**config.mk**
```make
export PLATFORM = sky130hd
export DESIGN_NAME = rps_top
export DESIGN_NICKNAME = d
export VERILOG_FILES = /design/src/include/rps_pkg.sv /design/src/include/rps_div_if.sv /design/src/rtl/rps_chk.sv /design/src/rtl/rps_div.sv /design/src/rtl/rps_top.sv
export SDC_FILE = /design/constraint.sdc
export NUM_CORES = 2
export LEC_CHECK = 0
export BUFFER_PORTS_ARGS = -buffer_cell sky130_fd_sc_hd__buf_4
export CORE_UTILIZATION = 35
export DETAILED_ROUTE_END_ITERATION = 16
export PLACE_DENSITY = 0.63
export SETUP_SLACK_MARGIN = 0.3
export SYNTH_ARGS = -nofsm -noshare
export SYNTH_HDL_FRONTEND = slang
export SYNTH_HIERARCHICAL = 1
export SYNTH_SLANG_ARGS = --single-unit
```
**constraint.sdc**
```tcl
create_clock -name CORE_CLK_I -period 27.6 [get_ports CORE_CLK_I]
set_clock_uncertainty 0.05 [all_clocks]
set_input_delay 1.38 -clock CORE_CLK_I [delete_from_list [all_inputs] [get_ports CORE_CLK_I]]
set_output_delay 1.38 -clock CORE_CLK_I [all_outputs]
set_load 0.005 [all_outputs]
```
**src/include/rps_pkg.sv**
```systemverilog
// Purpose: shared constants and types for resolver position scaling
// Assumes: widths follow the documented parameter ranges
// Notes: counts per revolution of the fine resolver are fixed at 2^16
`default_nettype none

package rps_pkg;
	// ==================================================================
	// widths
	localparam int FSC_W = 27;
	localparam int TRN_W = 11;
	localparam int ANG_W = 16;
	localparam int DIV_W = 56;
	localparam logic [5:0] DIV_STEPS = 6'h38;

	// ==================================================================
	// configuration limits and defaults
	localparam logic [13:0] REF_MV_MIN = 14'h0320;
	localparam logic [13:0] REF_MV_MAX = 14'h2ee0;
	localparam logic [13:0] REF_MV_DEF = 14'h0cb2;
	localparam logic [13:0] REF_HZ_MIN = 14'h0190;
	localparam logic [13:0] REF_HZ_MAX = 14'h2710;
	localparam logic [13:0] REF_HZ_DEF = 14'h09c4;
	localparam logic [8:0] RATIO_MIN = 9'h00a;
	localparam logic [8:0] RATIO_MAX = 9'h12c;
	localparam logic [8:0] RATIO_DEF = 9'h05f;

	// ==================================================================
	// setup limits and defaults
	localparam logic [FSC_W-1:0] FSC_MIN = 27'h0000002;
	localparam logic [FSC_W-1:0] FSC_ONE_MAX = 27'h0010000;
	localparam logic [FSC_W-1:0] FSC_DEF = 27'h0000400;
	localparam logic [TRN_W-1:0] TURNS_ONE = 11'h001;
	localparam logic [TRN_W-1:0] TEN = 11'h00a;
	localparam logic [TRN_W-1:0] XT_100 = 11'h064;
	localparam logic [TRN_W-1:0] XT_180 = 11'h0b4;
	localparam logic [TRN_W-1:0] XT_1000 = 11'h3e8;
	localparam logic [TRN_W-1:0] XT_1800 = 11'h708;
	localparam logic [TRN_W-1:0] XT_FOR_MIN = 11'h002;
	localparam logic [TRN_W-1:0] XT_FOR_MAX = 11'h080;
	localparam logic [ANG_W-1:0] ANG_ZERO = 16'h0000;

	typedef enum logic [2:0] {
		RPS_BLK_CAL, RPS_BLK_CFG, RPS_BLK_SETUP, RPS_BLK_ALIGN, RPS_BLK_MEAS
	} rps_blk_t;

	typedef enum logic [1:0] {XD_SINGLE, XD_MATCHED, XD_FOREIGN} rps_xd_t;
endpackage

`default_nettype wire

```
**src/include/rps_div_if.sv**
```systemverilog
// Purpose: request and answer of the shared position divider
// Assumes: num and den stay stable while a division runs
// Notes: done is a one cycle pulse
`default_nettype none

interface rps_div_if;
	import rps_pkg::*;
	logic start;
	logic [DIV_W-1:0] num;
	logic [FSC_W-1:0] den;
	logic done;
	logic [FSC_W-1:0] quo;
	modport req (output start, num, den, input done, quo);
	modport srv (input start, num, den, output done, quo);
endinterface

`default_nettype wire

```
**src/rtl/rps_chk.sv**
```systemverilog
// Purpose: range check of one transducer setup block
// Assumes: pure combinational, read on the block strobe
// Notes: division based checks are small since turns fit 11 bits
`default_nettype none

module rps_chk
	import rps_pkg::*;
(
	input wire logic [1:0] kind_i,
	input wire logic [TRN_W-1:0] xtype_i,
	input wire logic [TRN_W-1:0] turns_i,
	input wire logic [FSC_W-1:0] fsc_i,
	input wire logic [FSC_W-1:0] preset_i,
	output logic ok_o
);
	logic tdiv;
	logic tenx;
	logic typ_ok;
	logic [FSC_W-1:0] lim;
	logic [FSC_W+3:0] fsc_x;

	// ==================================================================
	// turns must divide the transducer type, limit scales with turns
	always_comb begin
		tdiv = (turns_i != '0) && ((xtype_i % turns_i) == '0); // see [RULE12] see [RULE16]
		tenx = (xtype_i == XT_1000) || (xtype_i == XT_1800);
		lim = {turns_i, ANG_ZERO}; // see [RULE17]
		fsc_x = {4'h0, fsc_i};
		typ_ok = 1'b0;
		case (rps_xd_t'(kind_i))
			XD_SINGLE: begin
				typ_ok = 1'b1;
				lim = FSC_ONE_MAX; // see [RULE8]
			end
			XD_MATCHED: begin
				typ_ok = ((xtype_i == XT_100) || (xtype_i == XT_180) || tenx) // see [RULE10]
					&& tdiv && (!tenx || ((turns_i % TEN) == '0)); // see [RULE12]
				if (tenx) begin
					fsc_x = fsc_i * 31'h0000000a; // see [RULE13]
				end
			end
			XD_FOREIGN: begin
				typ_ok = (xtype_i >= XT_FOR_MIN) && (xtype_i <= XT_FOR_MAX) && tdiv; // see [RULE15]
			end
			default: typ_ok = 1'b0;
		endcase
		ok_o = typ_ok && (fsc_i >= FSC_MIN) && (fsc_x <= {4'h0, lim}) // see [RULE13]
			&& (preset_i < fsc_i); // see [RULE9]
	end
endmodule

`default_nettype wire

```
**src/rtl/rps_div.sv**
```systemverilog
// Purpose: serial restoring divider for position scaling
// Assumes: quotient fits FSC_W bits
// Notes: one quotient bit per clock, DIV_STEPS clocks per answer
`default_nettype none

module rps_div
	import rps_pkg::*;
(
	input wire logic clk_i,
	input wire logic rst_b_i,
	rps_div_if.srv dv
);
	logic [DIV_W-1:0] num_q;
	logic [FSC_W:0] rem_q;
	logic [5:0] cnt_q;
	logic busy_q;
	logic done_q;
	logic [FSC_W:0] trial;

	// ==================================================================
	// shift one dividend bit into the remainder
	always_comb begin
		trial = {rem_q[FSC_W-1:0], num_q[DIV_W-1]};
	end

	// the quotient bits refill the dividend register from the bottom
	always_ff @(posedge clk_i or negedge rst_b_i) begin
		if (!rst_b_i) begin
			num_q <= '0;
			rem_q <= '0;
			cnt_q <= '0;
			busy_q <= 1'b0;
			done_q <= 1'b0;
		end else begin
			done_q <= 1'b0;
			if (dv.start && !busy_q) begin
				num_q <= dv.num;
				rem_q <= '0;
				cnt_q <= DIV_STEPS;
				busy_q <= 1'b1;
			end else if (busy_q) begin
				if (trial >= {1'b0, dv.den}) begin
					rem_q <= trial - {1'b0, dv.den};
					num_q <= {num_q[DIV_W-2:0], 1'b1};
				end else begin
					rem_q <= trial;
					num_q <= {num_q[DIV_W-2:0], 1'b0};
				end
				cnt_q <= cnt_q - 6'h01;
				if (cnt_q == 6'h01) begin
					busy_q <= 1'b0;
					done_q <= 1'b1;
				end
			end
		end
	end

	assign dv.done = done_q;
	assign dv.quo = num_q[FSC_W-1:0];
endmodule

`default_nettype wire

```
**src/rtl/rps_top.sv**
```systemverilog
// Purpose: parameter blocks and position scaling for a two channel resolver interface
// Assumes: demodulated angles and coarse turn index arrive on the core clock
// Notes: one shared serial divider scales both channels in turn
`default_nettype none

// What this block does
// [RULE1] parameter sets taken only as whole blocks
// [RULE2] reference amplitude 800 to 12000 mV, default 3250
// [RULE3] reference frequency 400 to 10000 Hz, default 2500
// [RULE4] per channel winding gain ratio 10..300, default 95
// [RULE5] reference role selects master or slave
// [RULE6] faults self clear or latch until host clears
// [RULE7] direction bit picks increasing rotation sense
// [RULE8] single resolver full scale 2 to 65536
// [RULE9] preset below full scale, applied on command
// [RULE10] matched dual type only 100,180,1000,1800
// [RULE11] dual position wraps after programmed turns
// [RULE12] turn count limited by matched type
// [RULE13] matched full scale bounded by turns multiplier
// [RULE14] foreign dual gearing reduction or vernier
// [RULE15] foreign maximum turns 2 to 128
// [RULE16] foreign turn count divides maximum turns
// [RULE17] foreign full scale 2 to 65536 times turns
// [RULE18] alignment computes hidden coarse offset, foreign only
// [RULE19] preset command stores hidden position offset
// [RULE20] measurement block drives indicators and fault clear
// [RULE21] bad block rejected, old kept, error flagged
module rps_top
	import rps_pkg::*;
(
	input wire logic CORE_CLK_I,
	input wire logic RST_B_I,
	input wire logic BLK_STB_I,
	input wire logic [2:0] BLK_KIND_I,
	input wire logic [15:0] CAL_TRIM_I,
	input wire logic [13:0] REF_MV_I,
	input wire logic [13:0] REF_HZ_I,
	input wire logic [8:0] RATIO0_I,
	input wire logic [8:0] RATIO1_I,
	input wire logic SLAVE_I,
	input wire logic SET_CH_I,
	input wire logic [1:0] XD_KIND_I,
	input wire logic LATCH_I,
	input wire logic DIR_I,
	input wire logic GEAR_I,
	input wire logic [TRN_W-1:0] XTYPE_I,
	input wire logic [TRN_W-1:0] TURNS_I,
	input wire logic [FSC_W-1:0] FSC_I,
	input wire logic [FSC_W-1:0] PRESET_I,
	input wire logic MEAS_CH_I,
	input wire logic MEAS_PRESET_I,
	input wire logic MEAS_CLR_I,
	input wire logic MEAS_LED_I,
	input wire logic [ANG_W-1:0] ANGLE0_I,
	input wire logic [ANG_W-1:0] ANGLE1_I,
	input wire logic [TRN_W-1:0] COARSE_TURN_I,
	input wire logic [1:0] FAULT_I,
	output logic [15:0] CAL_TRIM_O,
	output logic [13:0] REF_MV_O,
	output logic [13:0] REF_HZ_O,
	output logic [8:0] RATIO0_O,
	output logic [8:0] RATIO1_O,
	output logic SLAVE_O,
	output logic VERNIER_O,
	output logic [FSC_W-1:0] POS0_O,
	output logic [FSC_W-1:0] POS1_O,
	output logic [1:0] FAULT_O,
	output logic [1:0] LED_O,
	output logic CFG_ERR_O,
	output logic ALIGNED_O
);
	typedef enum logic [1:0] {ST_IDLE, ST_DIV, ST_APPLY} rps_st_t;

	rps_st_t st_q;
	rps_blk_t blk_kind;
	logic ch_q;
	logic chk_ok;
	logic blk_ok;
	logic stb_ok;
	rps_xd_t kind_q [2];
	logic latch_q [2];
	logic dir_q [2];
	logic [TRN_W-1:0] xtype_q [2];
	logic [TRN_W-1:0] turns_q [2];
	logic [FSC_W-1:0] fsc_q [2];
	logic [FSC_W-1:0] preset_q [2];
	logic [FSC_W-1:0] off_q [2];
	logic [FSC_W-1:0] pos_q [2];
	logic pend_q [2];
	logic fault_q [2];
	logic led_q [2];
	logic lvl_q [2];
	logic [TRN_W-1:0] align_off_q;
	logic start_q;
	logic [DIV_W-1:0] num_q;
	logic [FSC_W-1:0] den_q;
	logic [FSC_W-1:0] raw_q;
	logic [TRN_W-1:0] ct_diff;
	logic [TRN_W-1:0] turn_sel;
	logic [DIV_W-1:0] num_d;
	logic [FSC_W-1:0] fsc_c;
	logic [FSC_W-1:0] raw_c;
	logic [FSC_W-1:0] rd;
	logic [FSC_W-1:0] off_c;
	logic [FSC_W:0] sum;
	logic [FSC_W-1:0] pos_new;
	logic [FSC_W-1:0] off_new;

	rps_div_if dv();

	// ==================================================================
	// block acceptance
	assign blk_kind = rps_blk_t'(BLK_KIND_I);

	rps_chk u_chk (
		.kind_i(XD_KIND_I),
		.xtype_i(XTYPE_I),
		.turns_i(TURNS_I),
		.fsc_i(FSC_I),
		.preset_i(PRESET_I),
		.ok_o(chk_ok)
	);

	// every field of a block is checked before any of it is stored
	always_comb begin
		blk_ok = 1'b0;
		case (blk_kind)
			RPS_BLK_CAL: blk_ok = 1'b1;
			RPS_BLK_CFG: begin
				blk_ok = (REF_MV_I >= REF_MV_MIN) && (REF_MV_I <= REF_MV_MAX) // see [RULE2]
					&& (REF_HZ_I >= REF_HZ_MIN) && (REF_HZ_I <= REF_HZ_MAX) // see [RULE3]
					&& (RATIO0_I >= RATIO_MIN) && (RATIO0_I <= RATIO_MAX) // see [RULE4]
					&& (RATIO1_I >= RATIO_MIN) && (RATIO1_I <= RATIO_MAX);
			end
			// dual transducers live on channel 0 only
			RPS_BLK_SETUP: blk_ok = chk_ok && (!SET_CH_I || (XD_KIND_I == XD_SINGLE));
			RPS_BLK_ALIGN: blk_ok = (kind_q[0] == XD_FOREIGN); // see [RULE18]
			RPS_BLK_MEAS: blk_ok = 1'b1;
			default: blk_ok = 1'b0;
		endcase
	end

	assign stb_ok = BLK_STB_I && blk_ok; // see [RULE1]

	// error flag follows the last block: set on reject, cleared on accept
	always_ff @(posedge CORE_CLK_I or negedge RST_B_I) begin
		if (!RST_B_I) begin
			CFG_ERR_O <= 1'b0;
		end else if (BLK_STB_I) begin
			CFG_ERR_O <= !blk_ok; // see [RULE21]
		end
	end

	// ==================================================================
	// calibration and configuration sets
	always_ff @(posedge CORE_CLK_I or negedge RST_B_I) begin
		if (!RST_B_I) begin
			CAL_TRIM_O <= '0;
			REF_MV_O <= REF_MV_DEF;
			REF_HZ_O <= REF_HZ_DEF;
			RATIO0_O <= RATIO_DEF;
			RATIO1_O <= RATIO_DEF;
			SLAVE_O <= 1'b0;
		end else if (stb_ok && (blk_kind == RPS_BLK_CAL)) begin
			CAL_TRIM_O <= CAL_TRIM_I;
		end else if (stb_ok && (blk_kind == RPS_BLK_CFG)) begin
			REF_MV_O <= REF_MV_I; // see [RULE2]
			REF_HZ_O <= REF_HZ_I; // see [RULE3]
			RATIO0_O <= RATIO0_I; // see [RULE4]
			RATIO1_O <= RATIO1_I;
			SLAVE_O <= SLAVE_I; // see [RULE5]
		end
	end

	// gearing type steers the coarse decoder for channel 0
	always_ff @(posedge CORE_CLK_I or negedge RST_B_I) begin
		if (!RST_B_I) begin
			VERNIER_O <= 1'b0;
		end else if (stb_ok && (blk_kind == RPS_BLK_SETUP) && !SET_CH_I) begin
			VERNIER_O <= GEAR_I; // see [RULE14]
		end
	end

	// ==================================================================
	// alignment: capture coarse turn so the current turn reads zero
	always_ff @(posedge CORE_CLK_I or negedge RST_B_I) begin
		if (!RST_B_I) begin
			align_off_q <= '0;
			ALIGNED_O <= 1'b0;
		end else if (stb_ok && (blk_kind == RPS_BLK_ALIGN)) begin
			align_off_q <= COARSE_TURN_I % xtype_q[0]; // see [RULE18]
			ALIGNED_O <= 1'b1;
		end else if (stb_ok && (blk_kind == RPS_BLK_SETUP) && !SET_CH_I) begin
			align_off_q <= '0;
			ALIGNED_O <= 1'b0;
		end
	end

	// ==================================================================
	// per channel setup, faults, indicators and preset requests
	for (genvar c = 0; c < 2; c++) begin : g_ch
		logic set_hit;
		logic meas_hit;
		logic [2:0] sync_q;

		assign set_hit = stb_ok && (blk_kind == RPS_BLK_SETUP) && (SET_CH_I == 1'(c));
		assign meas_hit = stb_ok && (blk_kind == RPS_BLK_MEAS) && (MEAS_CH_I == 1'(c));

		// setup store; single resolvers always scale over one turn
		always_ff @(posedge CORE_CLK_I or negedge RST_B_I) begin
			if (!RST_B_I) begin
				kind_q[c] <= XD_SINGLE;
				latch_q[c] <= 1'b0;
				dir_q[c] <= 1'b0;
				xtype_q[c] <= TURNS_ONE;
				turns_q[c] <= TURNS_ONE;
				fsc_q[c] <= FSC_DEF;
				preset_q[c] <= '0;
			end else if (set_hit) begin
				kind_q[c] <= rps_xd_t'(XD_KIND_I);
				latch_q[c] <= LATCH_I; // see [RULE6]
				dir_q[c] <= DIR_I; // see [RULE7]
				xtype_q[c] <= (XD_KIND_I == XD_SINGLE) ? TURNS_ONE : XTYPE_I;
				turns_q[c] <= (XD_KIND_I == XD_SINGLE) ? TURNS_ONE : TURNS_I;
				fsc_q[c] <= FSC_I; // see [RULE8]
				preset_q[c] <= PRESET_I; // see [RULE9]
			end
		end

		// fault pin is asynchronous: accept a level once stages 2 and 3 agree
		always_ff @(posedge CORE_CLK_I or negedge RST_B_I) begin
			if (!RST_B_I) begin
				sync_q <= '0;
				lvl_q[c] <= 1'b0;
			end else begin
				sync_q <= {sync_q[1:0], FAULT_I[c]};
				if (sync_q[1] == sync_q[2]) begin
					lvl_q[c] <= sync_q[2];
				end
			end
		end

		// an active fault wins over a clear in the same cycle
		always_ff @(posedge CORE_CLK_I or negedge RST_B_I) begin
			if (!RST_B_I) begin
				fault_q[c] <= 1'b0;
			end else if (lvl_q[c]) begin
				fault_q[c] <= 1'b1;
			end else if (!latch_q[c] || (meas_hit && MEAS_CLR_I)) begin
				fault_q[c] <= 1'b0; // see [RULE6] see [RULE20]
			end
		end

		// indicators on by default until the host switches them
		always_ff @(posedge CORE_CLK_I or negedge RST_B_I) begin
			if (!RST_B_I) begin
				led_q[c] <= 1'b1;
			end else if (meas_hit) begin
				led_q[c] <= MEAS_LED_I; // see [RULE20]
			end
		end

		// a new request in the acknowledge cycle survives for the next pass
		always_ff @(posedge CORE_CLK_I or negedge RST_B_I) begin
			if (!RST_B_I) begin
				pend_q[c] <= 1'b0;
			end else if (meas_hit && MEAS_PRESET_I) begin
				pend_q[c] <= 1'b1; // see [RULE9]
			end else if ((st_q == ST_APPLY) && (ch_q == 1'(c))) begin
				pend_q[c] <= 1'b0;
			end
		end
	end

	assign FAULT_O = {fault_q[1], fault_q[0]};
	assign LED_O = {led_q[1], led_q[0]};
	assign POS0_O = pos_q[0];
	assign POS1_O = pos_q[1];

	// ==================================================================
	// dividend: fraction of the wrap span times full scale count
	always_comb begin
		ct_diff = COARSE_TURN_I - align_off_q;
		if (COARSE_TURN_I < align_off_q) begin
			ct_diff = ct_diff + xtype_q[0];
		end
		turn_sel = '0;
		if (!ch_q && (kind_q[0] != XD_SINGLE)) begin
			turn_sel = ct_diff % turns_q[0]; // see [RULE11]
		end
		num_d = DIV_W'({turn_sel, (ch_q ? ANGLE1_I : ANGLE0_I)}) * DIV_W'(fsc_q[ch_q]);
	end

	// sequencer: one channel per pass, divider shared to save area
	always_ff @(posedge CORE_CLK_I or negedge RST_B_I) begin
		if (!RST_B_I) begin
			st_q <= ST_IDLE;
			ch_q <= 1'b0;
			start_q <= 1'b0;
			num_q <= '0;
			den_q <= '0;
			raw_q <= '0;
		end else begin
			start_q <= 1'b0;
			case (st_q)
				ST_IDLE: begin
					num_q <= num_d;
					den_q <= {turns_q[ch_q], ANG_ZERO}; // see [RULE11]
					start_q <= 1'b1;
					st_q <= ST_DIV;
				end
				ST_DIV: begin
					if (dv.done) begin
						raw_q <= dv.quo;
						st_q <= ST_APPLY;
					end
				end
				ST_APPLY: begin
					ch_q <= ~ch_q;
					st_q <= ST_IDLE;
				end
				default: st_q <= ST_IDLE;
			endcase
		end
	end

	assign dv.start = start_q;
	assign dv.num = num_q;
	assign dv.den = den_q;

	rps_div u_div (
		.clk_i(CORE_CLK_I),
		.rst_b_i(RST_B_I),
		.dv(dv.srv)
	);

	// ==================================================================
	// direction, offset and wrap; a setup change mid-pass is clamped
	always_comb begin
		fsc_c = fsc_q[ch_q];
		raw_c = (raw_q >= fsc_c) ? '0 : raw_q;
		rd = (dir_q[ch_q] && (raw_c != '0)) ? fsc_c - raw_c : raw_c; // see [RULE7]
		off_c = (off_q[ch_q] < fsc_c) ? off_q[ch_q] : '0;
		sum = {1'b0, rd} + {1'b0, off_c};
		pos_new = (sum >= {1'b0, fsc_c}) ? FSC_W'(sum - {1'b0, fsc_c}) : sum[FSC_W-1:0];
		if (preset_q[ch_q] >= rd) begin
			off_new = preset_q[ch_q] - rd; // see [RULE19]
		end else begin
			off_new = FSC_W'({1'b0, preset_q[ch_q]} + {1'b0, fsc_c} - {1'b0, rd});
		end
	end

	// reported position updates once per pass, hidden offset only on a pass with a preset pending
	always_ff @(posedge CORE_CLK_I or negedge RST_B_I) begin
		if (!RST_B_I) begin
			for (int i = 0; i < 2; i++) begin
				off_q[i] <= '0;
				pos_q[i] <= '0;
			end
		end else if (st_q == ST_APPLY) begin
			if (pend_q[ch_q]) begin
				off_q[ch_q] <= off_new; // see [RULE19]
				pos_q[ch_q] <= preset_q[ch_q]; // see [RULE9]
			end else begin
				pos_q[ch_q] <= pos_new; // see [RULE8] see [RULE11]
			end
		end
	end
endmodule

`default_nettype wire

```
==> out/results.ini <==
[power]
ir_drop_mv = 0.0409
p_leak_nw = 39.1
p_per_area_nw_per_um2 = 34.7
p_total_mw = 2.80

[placement]
dpl.hpwl_um = 196000
routabilityCongestion = 0.981
place_ws_ns = -0.703
placement.io_buffers = 323

[sta]
max_slew_margin = 0.204
finalCritPeriodShare = 0.952
finalHoldViolCount = 0
finalCriticalPeriod_ns = 26.27
setup_tns_ns = 0
max_freq_mhz = 38.1
fin_ws_ns = 1.33
rsz0062_at_grt = no
finalSetupViolations = 0
worstMarginPinSlew_ns = 1.19
finalMaxSlewViolations = 0

[die]
core_um2 = 205000
die_w_um = 456
die_area_um2 = 208000
rows = 166
start_util = 0.352
die_h_um = 456
io_pins = 324

[detailed_routing]
drt-initial-drc-count = 5275
wl_per_cell_um = 21.8
drc = 0
dr.pass1.iters = 8
ant_nets = 0
wl_um = 249000
vias = 63500
avgViaCountPerCell = 5.56

[yosys]
synth-xor-area-share = 0.0360
synth_edf_count = 0
ys_types = 119
ys_seq_area_frac = 0.186
syn_area_um2 = 72100
ys_seq_elements = 533
synthArstFlopShare = 1.00
synthAdderAreaFrac = 0.309
synth_compound_area_frac = 0.168
synth_ff_type = dfrtp_1
syn_area_per_cell_um2 = 8.55
yosysWarnings = 6
synth_top_family_by_area = adder cells
syn_inst = 8428
muxShareOfSynthArea = 0.0659
synthSimpleGateAreaFrac = 0.161

[grt]
antenna_found_initial = 10
grt_pass1_vias = 64000
grt_max_degree = 110
overflow = 0
grtUsageTotal = 0.235
grt_pass1_wl_um = 380000

[cts]
cts.sinks = 533
clk_pin_slew_ns = 0.06
cts_buffers = 70
htree_levels = 3
cts_tree = yes
clock_latency_ns = 0.72
cts_buffer_depth = 3
root_buffer = clkbuf_16

[flow_run]
drv_cap = 0

[min_path]
hp-class = reg -> reg

[critical_path]
cp_common_cell = ha_1
crit_path_max_fanout = 12
worstSetupStartpointType = input port
path_class = in -> reg
worstPathArrival_ns = 26.77
critPathSlowestCell = fa_1
cp.required_ns = 28.09
endpoint_kind = flop
max_stage_delay_ns = 0.56

[cells_and_area]
area_growth_pct = 11.9
drive_gt1_frac = 0.129
nets = 10200

[status]
status = finished, final reports clean

[registers in the layout, summed over array words and instances (netlist names), 6 cells and up]
signal and cells:
CAL_TRIM_O 16, POS0_O 27, POS1_O 27, RATIO0_O 9, RATIO1_O 9, REF_HZ_O 14
REF_MV_O 14, align_off_q 11, den_q 11, dv.num 54, fsc_q 54, g_ch.sync_q 6
off_q 54, preset_q 54, raw_q 27, turns_q 22, u_div/cnt_q 6, u_div/num_q 56
u_div/rem_q 27, xtype_q 11
[area by class of cell]
type | count | area [um^2]
Multi-Input combinational cell | 6526 | 53800
Tap cell | 2688 | 3360
Antenna cell | 10 | 25.0
Clock inverter | 32 | 499
Sequential cell | 533 | 13400
Fill cell | 20500 | 124000
Clock buffer | 98 | 2030
Inverter | 1043 | 3920
Timing Repair Buffer | 485 | 3680
[stage by stage]
| step | util | std cells | cell area, um^2 | hold WS, ns |
|---|---|---|---|---|
| final | 0.394 | 11400 | 80700 | 0.309 |
| after CTS | 0.392 | 11400 | 80200 | 0.311 |
| after global placement | 0.380 | 11300 | 77700 | 0.284 |
| after global routing | 0.394 | 11400 | 80600 | 0.314 |
| after detailed placement | 0.380 | 11300 | 77700 | 0.286 |
| after floorplan | - | 8445 | 72100 | 0.281 |
[logic make-up after synthesis]
family | Yosys count
muxes | 436
buffers and inverters | 1387
other | 1
DFF | 533
xor gates and xnor gates | 295
and+or+nand+nor | 2553
adders and majority gates | 1383
AOI/OAI and AO/OA | 1840
[metal layers]
metal | wire [um] | vias to the layer above | track usage | part of all wire
met1 | 105000 | 31600 | 0.305 | 0.42
met5 | 33 | - | 0 | 0.00013
li1 | - | 29200 | - | -
met3 | 15300 | 456 | 0.0313 | 0.062
met2 | 118000 | 2224 | 0.393 | 0.47
met4 | 10600 | 4 | 0.0985 | 0.043
[where the power goes]
| part | leakage, nW | internal, mW | total (mW) | switching, mW |
|---|---|---|---|---|
| clock | 1.23 | 0.597 | 1.00 | 0.403 |
| sequential | 7.00 | 0.819 | 0.847 | 0.0278 |
| combinational | 30.8 | 0.383 | 0.952 | 0.569 |
[worst max-delay path, delay by kind of cell]
family,cells,cell delay (ns)
AO/OA/AOI/OAI,62,11.06
XOR/XNOR,2,0.62
adder cells (fa/ha/maj),21,7.91
buffers and inverters,13,1.62
multiplexers,4,1.32
AND/OR/NAND/NOR,14,2.79
[cells in the final DEF (no fill, tap or decap), types with 69 or more instances in the layout]
master and instances:
o21ai_0 524, buf_4 477, clkbuf_16 71, xor2_1 110
fa_1 661, and3_1 71, a21oi_1 363, o211ai_1 69
nand3_1 134, nor2_1 600, a21o_1 123, nor3_1 150
mux2_2 276, o21a_1 125, ha_1 719, dfrtp_1 500
a31oi_1 78, inv_1 1024, mux2i_1 132, nor2b_1 88
nand2_1 1102, xnor2_1 182, a211oi_1 72
[final timing paths]
check                                       start                 to  slack (ns)  cells after the start
min in group asynchronous                 RST_B_I         dv.num[14]        0.65                      1
worst min-delay path            g_ch[0].sync_q[0]  g_ch[0].sync_q[1]        0.31                      0
worst max-delay path             COARSE_TURN_I[1]         dv.num[50]        1.33                    116
worst min register to register  g_ch[0].sync_q[0]  g_ch[0].sync_q[1]        0.31                      0
worst max register to register     align_off_q[1]         dv.num[50]        1.72                    116
max in group asynchronous                 RST_B_I     CAL_TRIM_O[15]       24.41                      3
[synth_stat cells (44+ instances only)]
| master | number | share of area |
|---|---|---|
| nand2_1 | 1102 | 0.057 |
| inv_1 | 1024 | 0.053 |
| ha_1 | 720 | 0.13 |
| fa_1 | 661 | 0.18 |
| nor2_1 | 608 | 0.032 |
| o21ai_0 | 535 | 0.037 |
| dfrtp_1 | 503 | 0.17 |
| a21oi_1 | 369 | 0.026 |
| mux2_2 | 276 | 0.043 |
| clkbuf_1 | 248 | 0.013 |
| xnor2_1 | 183 | 0.022 |
| nor3_1 | 154 | 0.011 |
| mux2i_1 | 147 | 0.020 |
| nand3_1 | 134 | 0.0093 |
| o21a_1 | 127 | 0.013 |
| a21o_1 | 123 | 0.013 |
| xor2_1 | 111 | 0.013 |
| nor2b_1 | 90 | 0.0078 |
| a31oi_1 | 81 | 0.0070 |
| a211oi_1 | 77 | 0.0080 |
| and3_1 | 72 | 0.0063 |
| o211ai_1 | 69 | 0.0072 |
| nand2b_1 | 61 | 0.0053 |
| nand4_1 | 61 | 0.0053 |
| o31ai_1 | 53 | 0.0055 |
| or3_1 | 50 | 0.0043 |
| nor4_1 | 44 | 0.0038 |
[repair_timing]
action                                  in CTS  in global routing
setup buffers                                0                 13
cloned                                       0                  1
resized for setup                            5                 68
pin swaps                                    0                 16
endpoints found under the setup margin       5                 34
hold buffers                                 0                  0
(Power assumes the default switching activity.)
